<file path="src/rtl/shadow_port_defs.vh">
// Constants for the UART shadow data port: register map, fields, sizes and reset values.
`ifndef SHADOW_PORT_DEFS_VH
`define SHADOW_PORT_DEFS_VH
// ============================================================
// Register map (byte addresses).
`define SHD_BASE_ADDR 32'h50001030
`define SHD_ALIAS_COUNT 5'h10
`define SHD_ALIAS_SPAN 32'h00000040
`define SHD_CTRL_ADDR 32'h50001100
`define SHD_STATUS_ADDR 32'h50001104
`define SHD_IRQ_STATUS_ADDR 32'h50001108
`define SHD_IRQ_MASK_ADDR 32'h5000110C
`define SHD_ADDR_W 32
`define SHD_DATA_W 32
// ============================================================
// Control register fields.
`define CTRL_FIFO_EN_BIT 0
`define CTRL_IR_MODE_BIT 1
`define CTRL_W 2
// ============================================================
// Status register fields.
`define STAT_DR_BIT 0
`define STAT_OE_BIT 1
`define STAT_TX_HOLDING_EMPTY_BIT 5
`define STAT_W 6
// ============================================================
// Interrupt bits: 0 rx data, 1 overrun, 2 tx holding empty.
`define IRQ_W 3
`define IRQ_RX_BIT 0
`define IRQ_OE_BIT 1
`define IRQ_TX_HOLDING_EMPTY_BIT 2
// ============================================================
// FIFO and bit timing.
`define FIFO_DEPTH 5'h10
`define FIFO_PTR_W 4
`define FIFO_CNT_W 5
`define BYTE_W 8
`define BAUD_DIV 16'h006C
`define BAUD_HALF 16'h0036
`define IR_PULSE 16'h0024
`define BIT_CNT_W 4
`define FRAME_BITS 4'h9
`define RESET_BYTE 8'h00
`endif

</file>
<file path="src/rtl/shadow_data_port.v">
// UART shadow data port with receive and transmit FIFOs, serial and infrared lines.
`timescale 1ns/1ps
`default_nettype none
`include "shadow_port_defs.vh"
// What this block does
// - Sixteen consecutive word locations all alias the same receive and transmit data.
// - A read returns in bits 7:0 the byte received on the plain or the infrared input as the mode selects.
// - With FIFOs off, a new character overwrites an unread byte and flags overrun.
// - With FIFOs on, a read returns the oldest entry of the receive FIFO.
// - With the receive FIFO full, a new character is dropped, the contents kept and overrun flagged.
// - Written bytes go out on the plain output, or on the active-low infrared output in infrared mode.
// - With FIFOs off, a write clears the holding-empty flag.
// - With FIFOs off, another write before holding-empty sets again overwrites the pending character.
// - With FIFOs on, up to sixteen characters are accepted before the transmit FIFO is full.
// - A write while the transmit FIFO is full is discarded.

// Bus map: the data location spans sixteen word aliases from the base address.
// Control holds the FIFO enable in bit 0 and the infrared mode in bit 1.
// Status holds data-ready in bit 0, overrun in bit 1 and holding-empty in bit 5.
// Interrupt status and mask share one layout: received, overrun, transmit drained.
// Overrun clears when status is read; an interrupt bit clears when a one is written.
// Read data stand for one cycle after the read strobe and are zero otherwise.
// Both serial lines run eight data bits, no parity and one stop bit.
// One bit lasts the baud divisor plus one clock cycles.

module shadow_data_port (
    input wire clk_sys_in,
    input wire nrst_in,
    input wire [`SHD_ADDR_W-1:0] addr_in,
    input wire [`SHD_DATA_W-1:0] wdata_in,
    input wire wr_in,
    input wire rd_in,
    output reg [`SHD_DATA_W-1:0] rdata_out,
    input wire sin_in,
    input wire sir_in,
    output reg sout_out,
    output reg sir_n_out,
    output reg irq_out
);
    // ============================================================
    // Input synchronisers for the two serial lines.
    // Both pins come from outside the clock domain, so two flip-flops stand
    // in front of any logic that reads them.
    // The plain line rests high and the infrared line dark; the reset values
    // match those levels so no false start bit follows reset.

    reg sin_s1_r, sin_s2_r, sir_s1_r, sir_s2_r;
    always @(posedge clk_sys_in or negedge nrst_in) begin
        if (!nrst_in) begin
            sin_s1_r <= 1'b1;
            sin_s2_r <= 1'b1;
            sir_s1_r <= 1'b0;
            sir_s2_r <= 1'b0;
        end else begin
            sin_s1_r <= sin_in;
            sin_s2_r <= sin_s1_r;
            sir_s1_r <= sir_in;
            sir_s2_r <= sir_s1_r;
        end
    end

    // ============================================================
    // Address decode and control registers.
    reg [`CTRL_W-1:0] ctrl_r;
    reg [`IRQ_W-1:0] irq_stat_r, irq_mask_r;
    wire fifo_en = ctrl_r[`CTRL_FIFO_EN_BIT];
    wire ir_mode = ctrl_r[`CTRL_IR_MODE_BIT];
    wire [`SHD_ADDR_W-1:0] addr_off = addr_in - `SHD_BASE_ADDR;
    wire hit_data = (addr_in >= `SHD_BASE_ADDR) && (addr_off < `SHD_ALIAS_SPAN) &&
        (addr_in[1:0] == 2'b00);
    wire data_rd = rd_in && hit_data;
    wire data_wr = wr_in && hit_data;

    // Unaligned addresses and anything beyond the sixteenth alias miss the data
    // location; such accesses read as zero and writes to them are ignored.
    // Every alias reaches the same storage, so a burst walks the same FIFO.


    // ============================================================
    // Receive storage: 16-entry FIFO, entry 0 doubles as the single buffer.
    reg [`BYTE_W-1:0] rx_mem [0:`FIFO_DEPTH-1];
    reg [`FIFO_PTR_W-1:0] rx_head_r, rx_tail_r;
    reg [`FIFO_CNT_W-1:0] rx_cnt_r;
    reg overrun_r;
    reg rx_done_r;
    reg [`BYTE_W-1:0] rx_byte_r;
    wire rx_pop = data_rd && (rx_cnt_r != 5'h00);
    wire rx_full = fifo_en ? (rx_cnt_r == `FIFO_DEPTH) : 1'b0;
    wire rx_dr = (rx_cnt_r != 5'h00);

    // An arriving character that finds no room counts as an overrun; a read in
    // the same cycle frees the entry, so no overrun is flagged then.
    // This event feeds the interrupt status and matches the status flag.
    wire rx_ovr = rx_done_r && !rx_pop && (fifo_en ? rx_full : rx_dr);


    // Receive FIFO pointers, overwrite in single mode and overrun flag.
    // Without FIFOs the pointers stay at zero and entry 0 acts as the buffer.
    // Switching the mode does not flush stored characters; software drains
    // them first if it cares about their order.
    always @(posedge clk_sys_in or negedge nrst_in) begin
        if (!nrst_in) begin
            rx_head_r <= 4'h0;
            rx_tail_r <= 4'h0;
            rx_cnt_r <= 5'h00;
            overrun_r <= 1'b0;
        end else begin
            if (!fifo_en) begin
                rx_head_r <= 4'h0;
                rx_tail_r <= 4'h0;
                if (rx_done_r) begin
                    rx_mem[0] <= rx_byte_r;
                    rx_cnt_r <= 5'h01;
                    if (rx_dr && !rx_pop)
                        overrun_r <= 1'b1;
                    else if (rd_in && addr_in == `SHD_STATUS_ADDR)
                        overrun_r <= 1'b0;
                end else begin
                    if (rx_pop)
                        rx_cnt_r <= 5'h00;
                    if (rd_in && addr_in == `SHD_STATUS_ADDR)
                        overrun_r <= 1'b0;
                end
            end else begin
                if (rx_done_r && !rx_full) begin
                    rx_mem[rx_tail_r] <= rx_byte_r;
                    rx_tail_r <= rx_tail_r + 4'h1;
                end
                if (rx_pop)
                    rx_head_r <= rx_head_r + 4'h1;
                rx_cnt_r <= rx_cnt_r + ((rx_done_r && !rx_full) ? 5'h01 : 5'h00) - (rx_pop ? 5'h01 : 5'h00);
                if (rx_done_r && rx_full && !rx_pop)
                    overrun_r <= 1'b1;
                else if (rd_in && addr_in == `SHD_STATUS_ADDR)
                    overrun_r <= 1'b0;
            end
        end
    end

    // ============================================================
    // Receiver: 8N1 on the plain line or on the infrared pulse line.
    // The sampler starts on a low level, checks the start bit half a bit later
    // and drops a frame whose start bit has gone high again as a glitch.
    // A frame whose stop bit reads low is discarded without a flag.

    wire rx_line = ir_mode ? !sir_s2_r : sin_s2_r;
    reg ir_stretch_r;
    reg [15:0] ir_cnt_r;
    reg rx_busy_r;
    reg [15:0] rx_div_r;
    reg [`BIT_CNT_W-1:0] rx_bit_r;
    wire rx_level = ir_mode ? !ir_stretch_r : rx_line;
    // Infrared pulses are stretched by a full bit past their end so the sampler sees a zero.
    // A remote sender must place its pulse early in the bit window; a late
    // pulse would stretch over the sampling point of the next bit.
    always @(posedge clk_sys_in or negedge nrst_in) begin
        if (!nrst_in) begin
            ir_stretch_r <= 1'b0;
            ir_cnt_r <= 16'h0000;
        end else if (!rx_line) begin
            ir_stretch_r <= 1'b1;
            ir_cnt_r <= `BAUD_DIV;
        end else if (ir_cnt_r != 16'h0000) begin
            ir_cnt_r <= ir_cnt_r - 16'h0001;
        end else begin
            ir_stretch_r <= 1'b0;
        end
    end
    // Bit sampler: start at half a bit, then one sample per bit time.
    always @(posedge clk_sys_in or negedge nrst_in) begin
        if (!nrst_in) begin
            rx_busy_r <= 1'b0;
            rx_div_r <= 16'h0000;
            rx_bit_r <= 4'h0;
            rx_byte_r <= `RESET_BYTE;
            rx_done_r <= 1'b0;
        end else begin
            rx_done_r <= 1'b0;
            if (!rx_busy_r) begin
                if (!rx_level) begin
                    rx_busy_r <= 1'b1;
                    rx_div_r <= `BAUD_HALF;
                    rx_bit_r <= 4'h0;
                end
            end else if (rx_div_r != 16'h0000) begin
                rx_div_r <= rx_div_r - 16'h0001;
            end else begin
                rx_div_r <= `BAUD_DIV;
                rx_bit_r <= rx_bit_r + 4'h1;
                if (rx_bit_r == 4'h0 && rx_level)
                    rx_busy_r <= 1'b0;
                else if (rx_bit_r == `FRAME_BITS) begin
                    rx_busy_r <= 1'b0;
                    rx_done_r <= rx_level;
                end else if (rx_bit_r != 4'h0)
                    rx_byte_r <= {rx_level, rx_byte_r[7:1]};
            end
        end
    end

    // ============================================================
    // Transmit storage: FIFO, entry 0 is the holding register without FIFOs.
    reg [`BYTE_W-1:0] tx_mem [0:`FIFO_DEPTH-1];
    reg [`FIFO_PTR_W-1:0] tx_head_r, tx_tail_r;
    reg [`FIFO_CNT_W-1:0] tx_cnt_r;
    reg tx_busy_r;
    wire tx_take = !tx_busy_r && (tx_cnt_r != 5'h00);
    wire tx_full = (tx_cnt_r == `FIFO_DEPTH);
    wire tx_holding_empty = (tx_cnt_r == 5'h00);
    wire tx_push = data_wr && (fifo_en ? !tx_full : 1'b1);

    // Transmit FIFO pointers and holding register.
    // Without FIFOs a write always lands in entry 0, replacing a character
    // that the shifter has not yet taken.
    // With FIFOs a write to a full FIFO leaves every entry untouched.
    always @(posedge clk_sys_in or negedge nrst_in) begin
        if (!nrst_in) begin
            tx_head_r <= 4'h0;
            tx_tail_r <= 4'h0;
            tx_cnt_r <= 5'h00;
        end else if (!fifo_en) begin
            tx_head_r <= 4'h0;
            tx_tail_r <= 4'h0;
            if (tx_push) begin
                tx_mem[0] <= wdata_in[7:0];
                tx_cnt_r <= 5'h01;
            end else if (tx_take)
                tx_cnt_r <= 5'h00;
        end else begin
            if (tx_push) begin
                tx_mem[tx_tail_r] <= wdata_in[7:0];
                tx_tail_r <= tx_tail_r + 4'h1;
            end
            if (tx_take)
                tx_head_r <= tx_head_r + 4'h1;
            tx_cnt_r <= tx_cnt_r + (tx_push ? 5'h01 : 5'h00) - (tx_take ? 5'h01 : 5'h00);
        end
    end

    // ============================================================
    // Transmitter: shifts start, eight data and stop bits.
    // The shifter takes the next character one cycle after the stop bit
    // ends, so back-to-back frames carry a stop of one bit and one cycle.
    // Holding-empty rises as soon as the shifter takes the last character.

    reg [9:0] tx_shift_r;
    reg [15:0] tx_div_r;
    reg [`BIT_CNT_W-1:0] tx_bit_r;
    always @(posedge clk_sys_in or negedge nrst_in) begin
        if (!nrst_in) begin
            tx_busy_r <= 1'b0;
            tx_shift_r <= 10'h3FF;
            tx_div_r <= 16'h0000;
            tx_bit_r <= 4'h0;
            sout_out <= 1'b1;
            sir_n_out <= 1'b1;
        end else begin
            if (tx_take) begin
                tx_busy_r <= 1'b1;
                tx_shift_r <= {1'b1, tx_mem[tx_head_r], 1'b0};
                tx_div_r <= `BAUD_DIV;
                tx_bit_r <= 4'h0;
            end else if (tx_busy_r) begin
                if (tx_div_r != 16'h0000)
                    tx_div_r <= tx_div_r - 16'h0001;
                else begin
                    tx_div_r <= `BAUD_DIV;
                    tx_shift_r <= {1'b1, tx_shift_r[9:1]};
                    tx_bit_r <= tx_bit_r + 4'h1;
                    if (tx_bit_r == `FRAME_BITS)
                        tx_busy_r <= 1'b0;
                end
            end
            // Plain line carries the bit; infrared sends a short low pulse for each zero.
            sout_out <= ir_mode ? 1'b1 : (tx_busy_r ? tx_shift_r[0] : 1'b1);
            sir_n_out <= !(ir_mode && tx_busy_r && !tx_shift_r[0] && (tx_div_r < `IR_PULSE));
        end
    end

    // ============================================================
    // Sticky interrupt status, write one to clear, set wins.
    // Bit 0 marks a received character, bit 1 an overrun and bit 2 a
    // transmit character taken that left the storage empty.
    // The output is registered from the next status value so it follows
    // a set or a clear in the same cycle as the status bit.

    // The last stored character leaves when the shifter takes it and no write refills.
    wire tx_last = tx_take && !tx_push && (tx_cnt_r == 5'h01);
    wire [`IRQ_W-1:0] irq_evt = {tx_last, rx_ovr, rx_done_r};
    wire [`IRQ_W-1:0] irq_clr = (wr_in && addr_in == `SHD_IRQ_STATUS_ADDR) ? wdata_in[`IRQ_W-1:0] : 3'h0;
    always @(posedge clk_sys_in or negedge nrst_in) begin
        if (!nrst_in) begin
            ctrl_r <= 2'h0;
            irq_stat_r <= 3'h0;
            irq_mask_r <= 3'h0;
            irq_out <= 1'b0;
        end else begin
            if (wr_in && addr_in == `SHD_CTRL_ADDR)
                ctrl_r <= wdata_in[`CTRL_W-1:0];
            if (wr_in && addr_in == `SHD_IRQ_MASK_ADDR)
                irq_mask_r <= wdata_in[`IRQ_W-1:0];
            irq_stat_r <= (irq_stat_r & ~irq_clr) | irq_evt;
            irq_out <= |(((irq_stat_r & ~irq_clr) | irq_evt) & irq_mask_r);
        end
    end

    // ============================================================

    // Read data, one cycle after the strobe, zero otherwise.
    // A data read with nothing stored returns the reset byte and pops nothing.
    // The status read clears overrun in the receive process, not here.
    always @(posedge clk_sys_in or negedge nrst_in) begin
        if (!nrst_in)
            rdata_out <= 32'h00000000;
        else if (!rd_in)
            rdata_out <= 32'h00000000;
        else if (hit_data)
            rdata_out <= {24'h000000, rx_dr ? rx_mem[rx_head_r] : `RESET_BYTE};
        else if (addr_in == `SHD_CTRL_ADDR)
            rdata_out <= {30'h00000000, ctrl_r};
        else if (addr_in == `SHD_STATUS_ADDR)
            rdata_out <= {26'h0000000, tx_holding_empty, 3'h0, overrun_r, rx_dr};
        else if (addr_in == `SHD_IRQ_STATUS_ADDR)
            rdata_out <= {29'h00000000, irq_stat_r};
        else if (addr_in == `SHD_IRQ_MASK_ADDR)
            rdata_out <= {29'h00000000, irq_mask_r};
        else
            rdata_out <= 32'h00000000;
    end

    // ============================================================
    // Limits a user must know.
    // The FIFO depth is fixed at sixteen entries in each direction.
    // The bit time is fixed; there is no divisor register in this block.
    // A character that arrives while a full FIFO is read in the same cycle
    // is dropped without an overrun flag.
    // Changing the mode in the middle of a frame corrupts that frame.
    // Writes to the status register have no effect.
    // The interrupt output goes low one cycle after the mask register becomes zero and stays low while it is zero.
    // Infrared reception expects one short pulse for each zero bit.
    // Infrared transmission puts its pulse at the end of each zero bit.
    // A stop bit of the remote sender must last at least half a bit time.

endmodule // shadow_data_port
`default_nettype wire

</file>
<file path="config.mk">
export PLATFORM = sky130hd
export DESIGN_NAME = shadow_data_port
export DESIGN_NICKNAME = d
export VERILOG_FILES = /design/src/rtl/shadow_data_port.v
export VERILOG_INCLUDE_DIRS = /design/src /design/src/rtl
export SDC_FILE = /design/constraint.sdc
export NUM_CORES = 1
export LEC_CHECK = 0
export ABC_AREA = 1
export BUFFER_PORTS_ARGS = -buffer_cell sky130_fd_sc_hd__buf_4
export CAP_MARGIN = 20
export CORE_MARGIN = 3
export CORE_UTILIZATION = 30
export CTS_BUF_LIST = sky130_fd_sc_hd__clkbuf_4 sky130_fd_sc_hd__clkbuf_8 sky130_fd_sc_hd__clkbuf_16
export DETAILED_ROUTE_END_ITERATION = 10
export PLACE_DENSITY = 0.57
export SYNTH_ARGS = -nofsm -noshare
export SYNTH_HDL_FRONTEND = slang
export SYNTH_SLANG_ARGS = --single-unit
</file>
<file path="constraint.sdc">
create_clock -name clk_sys_in -period 2.5 [get_ports clk_sys_in]
set_input_delay 0.5 -clock clk_sys_in [delete_from_list [all_inputs] [get_ports clk_sys_in]]
set_output_delay 0.5 -clock clk_sys_in [all_outputs]
set_load 0.05 [all_outputs]
</file>
==> results.sh <==
export IMPL_outcome="finished, violations left"
export IMPL_violations="setup timing"
export IMPL_fmax_ghz=0.347
export IMPL_gp_congestion=0.869
export IMPL_synth_area_top_cells="edfxtp_1 43%, dfrtp_1 16%, nor2_1 5.1%, nand2_1 5.1%, o21ai_0 4.9%"
export IMPL_met1_usage_pct=18.6
export IMPL_dieHeight_microns=249
export IMPL_netlist_instances=1742
export IMPL_ant_nets=0
export IMPL_reg2reg_to="tx_cnt_r[4]"
export IMPL_r2r_start="tx_cnt_r[2]"
export IMPL_finalHoldViolCount=0
export IMPL_p_leak_nw=9.14
export IMPL_fill_cells=5710
export IMPL_num_vias=13500
export IMPL_setup_tns_ns=-6.56
export IMPL_required_ns=2.96
export IMPL_arrival_ns=3.34
export IMPL_synthMostInstantiatedCell="edfxtp_1"
export IMPL_top_usage_layer="met2"
export IMPL_drive_above_1_share_pct=24.6
export IMPL_ff_latch_area_sq_um=10900
export IMPL_remaining_drc_errors=0
export IMPL_finalWorstSetupSlack_ns=-0.378
export IMPL_antenna_found_initial=0
export IMPL_finalSetupViolations=136
export IMPL_cts_root_buf="clkbuf_16"
export IMPL_use_met2_pct=24.9
export IMPL_coreArea_sq_um=58100
export IMPL_clk_pin_slew_ns=0.06
export IMPL_numPortBuffers=56
export IMPL_crit_end="rx_cnt_r[4]"
export IMPL_worstMarginPinSlew_ns=0.666
export IMPL_synth_seq_cells=383
export IMPL_drv_slew=0
export IMPL_cts_buffer_depth=3
export IMPL_avgSynthCellArea_sq_um=10.2
export IMPL_grt_pass1_vias=13600
export IMPL_irDropWorstVdd_mv=0.450
export IMPL_cts_tree="done"
export IMPL_synth_edf_count=256
export IMPL_crit_start="addr_in[9]"
export IMPL_power_total_mw=13.3
export IMPL_ff2ff_path_depth=18
export IMPL_placement_cell_area_sq_um=20700
export IMPL_grt_max_degree=104
export IMPL_cts_made_buffers=40
export IMPL_post_route_min_period_ns=2.88
export IMPL_syn_cell_area_sq_um=17800
export IMPL_maxSlewHeadroom_pct=55.6
export IMPL_crit_path_top_delay_cell="fa_2"
export IMPL_netlist_area_leader_share_pct=43.2
export IMPL_rows=88
export IMPL_wire_per_inst_microns=16.3
export IMPL_cts_sinks=383
export IMPL_initial_utilization_pct=30.6
export IMPL_hpwl_microns=30700
export IMPL_track_usage_pct=14.2
export IMPL_yosys_cell_types_count=55
export IMPL_clk_latency_ns=0.54
export IMPL_io_pins=105
export IMPL_gr_total_overflow=0
export IMPL_drt_iter0_markers=798
export IMPL_setup_worst_path_start_class="input port"
export IMPL_synth_top_flop_cell="edfxtp_1"
export IMPL_yosysSeqAreaShare_pct=61.2
export IMPL_grt_met3_usage_pct=1.91
export IMPL_slowest_delay_ns=0.33
export IMPL_yosys_warnings=0
export IMPL_die_area_sq_um=62200
export IMPL_fin_crit_sh_pct=115
export IMPL_routed_wl_microns=45500
export IMPL_grt_first_pass_wirelength_microns=72100
export IMPL_rrSetupSlack_ns=-0.04
export IMPL_viasPerCell=4.84
export IMPL_crit_type="in2reg"
export IMPL_synthTopCellsByCount="256 x edfxtp_1, 243 x nor2_1, 241 x nand2_1, 174 x o21ai_0, 156 x inv_1"
export IMPL_htree_levels=2
export IMPL_multi_input_area_sq_um=6480
export IMPL_die_w_microns=249
export IMPL_min_path_type="in2reg"
export IMPL_crit_fanout=5
export IMPL_syn_to_final_growth_pct=26.8
export IMPL_synth_top_area_cell="edfxtp_1"
export IMPL_endpoint_kind="register"
export IMPL_first_pass_iters=5
export IMPL_post_place_ws_ns=-1.15
export IMPL_rsz0062_at_grt="true"
export IMPL_timing_hold_ws_ns=0.0706
export IMPL_n_antenna_cell=0
export IMPL_power_density_nw_per_um2=592
export IMPL_max_cap_violations=0
export IMPL_synthArstFlopShare_pct=33.2
export IMPL_stdcell_area_sq_um=22600
export IMPL_final_nets=2087
export IMPL_worst_clock_skew_ns=0.0244
## stage by stage
stage	std cells	util [%]
after floorplan	1765	-
after global placement	2687	35.5
after detailed placement	2687	35.5
after CTS	2779	38.4
after global routing	2786	38.8
final	2786	38.8
## worst max-delay path: cells and delay by family
| kind | cells | cell delay (ns) |
|---|---|---|
| buffers and inverters | 7 | 0.48 |
| XOR/XNOR | 1 | 0.15 |
| AO/OA/AOI/OAI | 2 | 0.16 |
| AND/OR/NAND/NOR | 14 | 1.41 |
| adder cells (fa/ha/maj) | 3 | 0.64 |
## sequential cells by signal, summed over array words and instances, names as in the netlist, 8 cells and up
signal,cells
tx_shift_r,9
rx_div_r,16
tx_div_r,16
rx_mem,128
ir_cnt_r,16
rdata_out,8
rx_byte_r,8
tx_mem,128
## cell families after synthesis
group           after synthesis  share of synthesized area (%)
simple gates                692                           17.5
flops                       383                           61.2
buf+inv                     245                           5.68
compound gates              357                           11.7
other cells                   1                         0.0211
xor+xnor                     28                           1.38
fa+ha+maj                    28                           2.05
mux                           8                          0.499
## layout by cell type (no fill, tap or decap), drive strengths merged, types with 7 or more instances in the layout
cell,Yosys,routed
o221ai,31,31
nand2,254,254
o22ai,40,40
xor2,23,23
nor3,26,26
conb,1,24
buf,28,257
clkinv,6,19
a21oi,69,69
a221oi,11,11
clkbuf,48,54
dfrtp,114,114
o21ai,178,178
dfstp,13,13
nand3,107,107
nor2,258,258
inv,163,164
o211ai,11,11
nand4,28,28
edfxtp,256,256
mux2,7,7
ha,26,26
## layer usage
layer / part of all wire, % / wire length (microns)
met1: 45 / 20300
met4: 2.4 / 1100
met3: 4.3 / 1940
met5: 0 / 0
met2: 49 / 22100
## how the worst min path moves through the flow
stage	startpoint	to	slack (ns)	cells past startpoint
floorplan	nrst_in	ctrl_r[0]	0.20	0
global route	sir_in	sir_s1_r	0.05	1
CTS	sir_in	sir_s1_r	0.04	1
finish	sir_in	sir_s1_r	0.07	1
global placement	sir_s1_r	sir_s2_r	0.34	0
detailed placement	sir_s1_r	sir_s2_r	0.34	0
## layout make-up
class                           instances  share of cell area [%]
Clock buffer                           54                    5.04
Clock inverter                         20                   0.926
Inverter                              169                    2.81
Multi-Input combinational cell       1137                    28.7
Sequential cell                       383                    48.3
Tap cell                              765                    4.24
Timing Repair Buffer                  258                    9.99
## power breakdown
part | switching, mW | internal (mW) | leakage [nW] | total, mW
registers | 0.00722 | 6.75 | 4.28 | 6.76
clock network | 2.45 | 3.62 | 0.676 | 6.07
logic | 0.335 | 0.183 | 4.18 | 0.519
## repair_timing
item                       in CTS  in global routing
hold buffers                    1                  0
setup endpoints to repair     144                257
hold endpoints to repair       10                  0
buffers inserted               19                  8
pin swaps                      35                 22
gates resized for setup        39                 44
(Power assumes the default switching activity.)
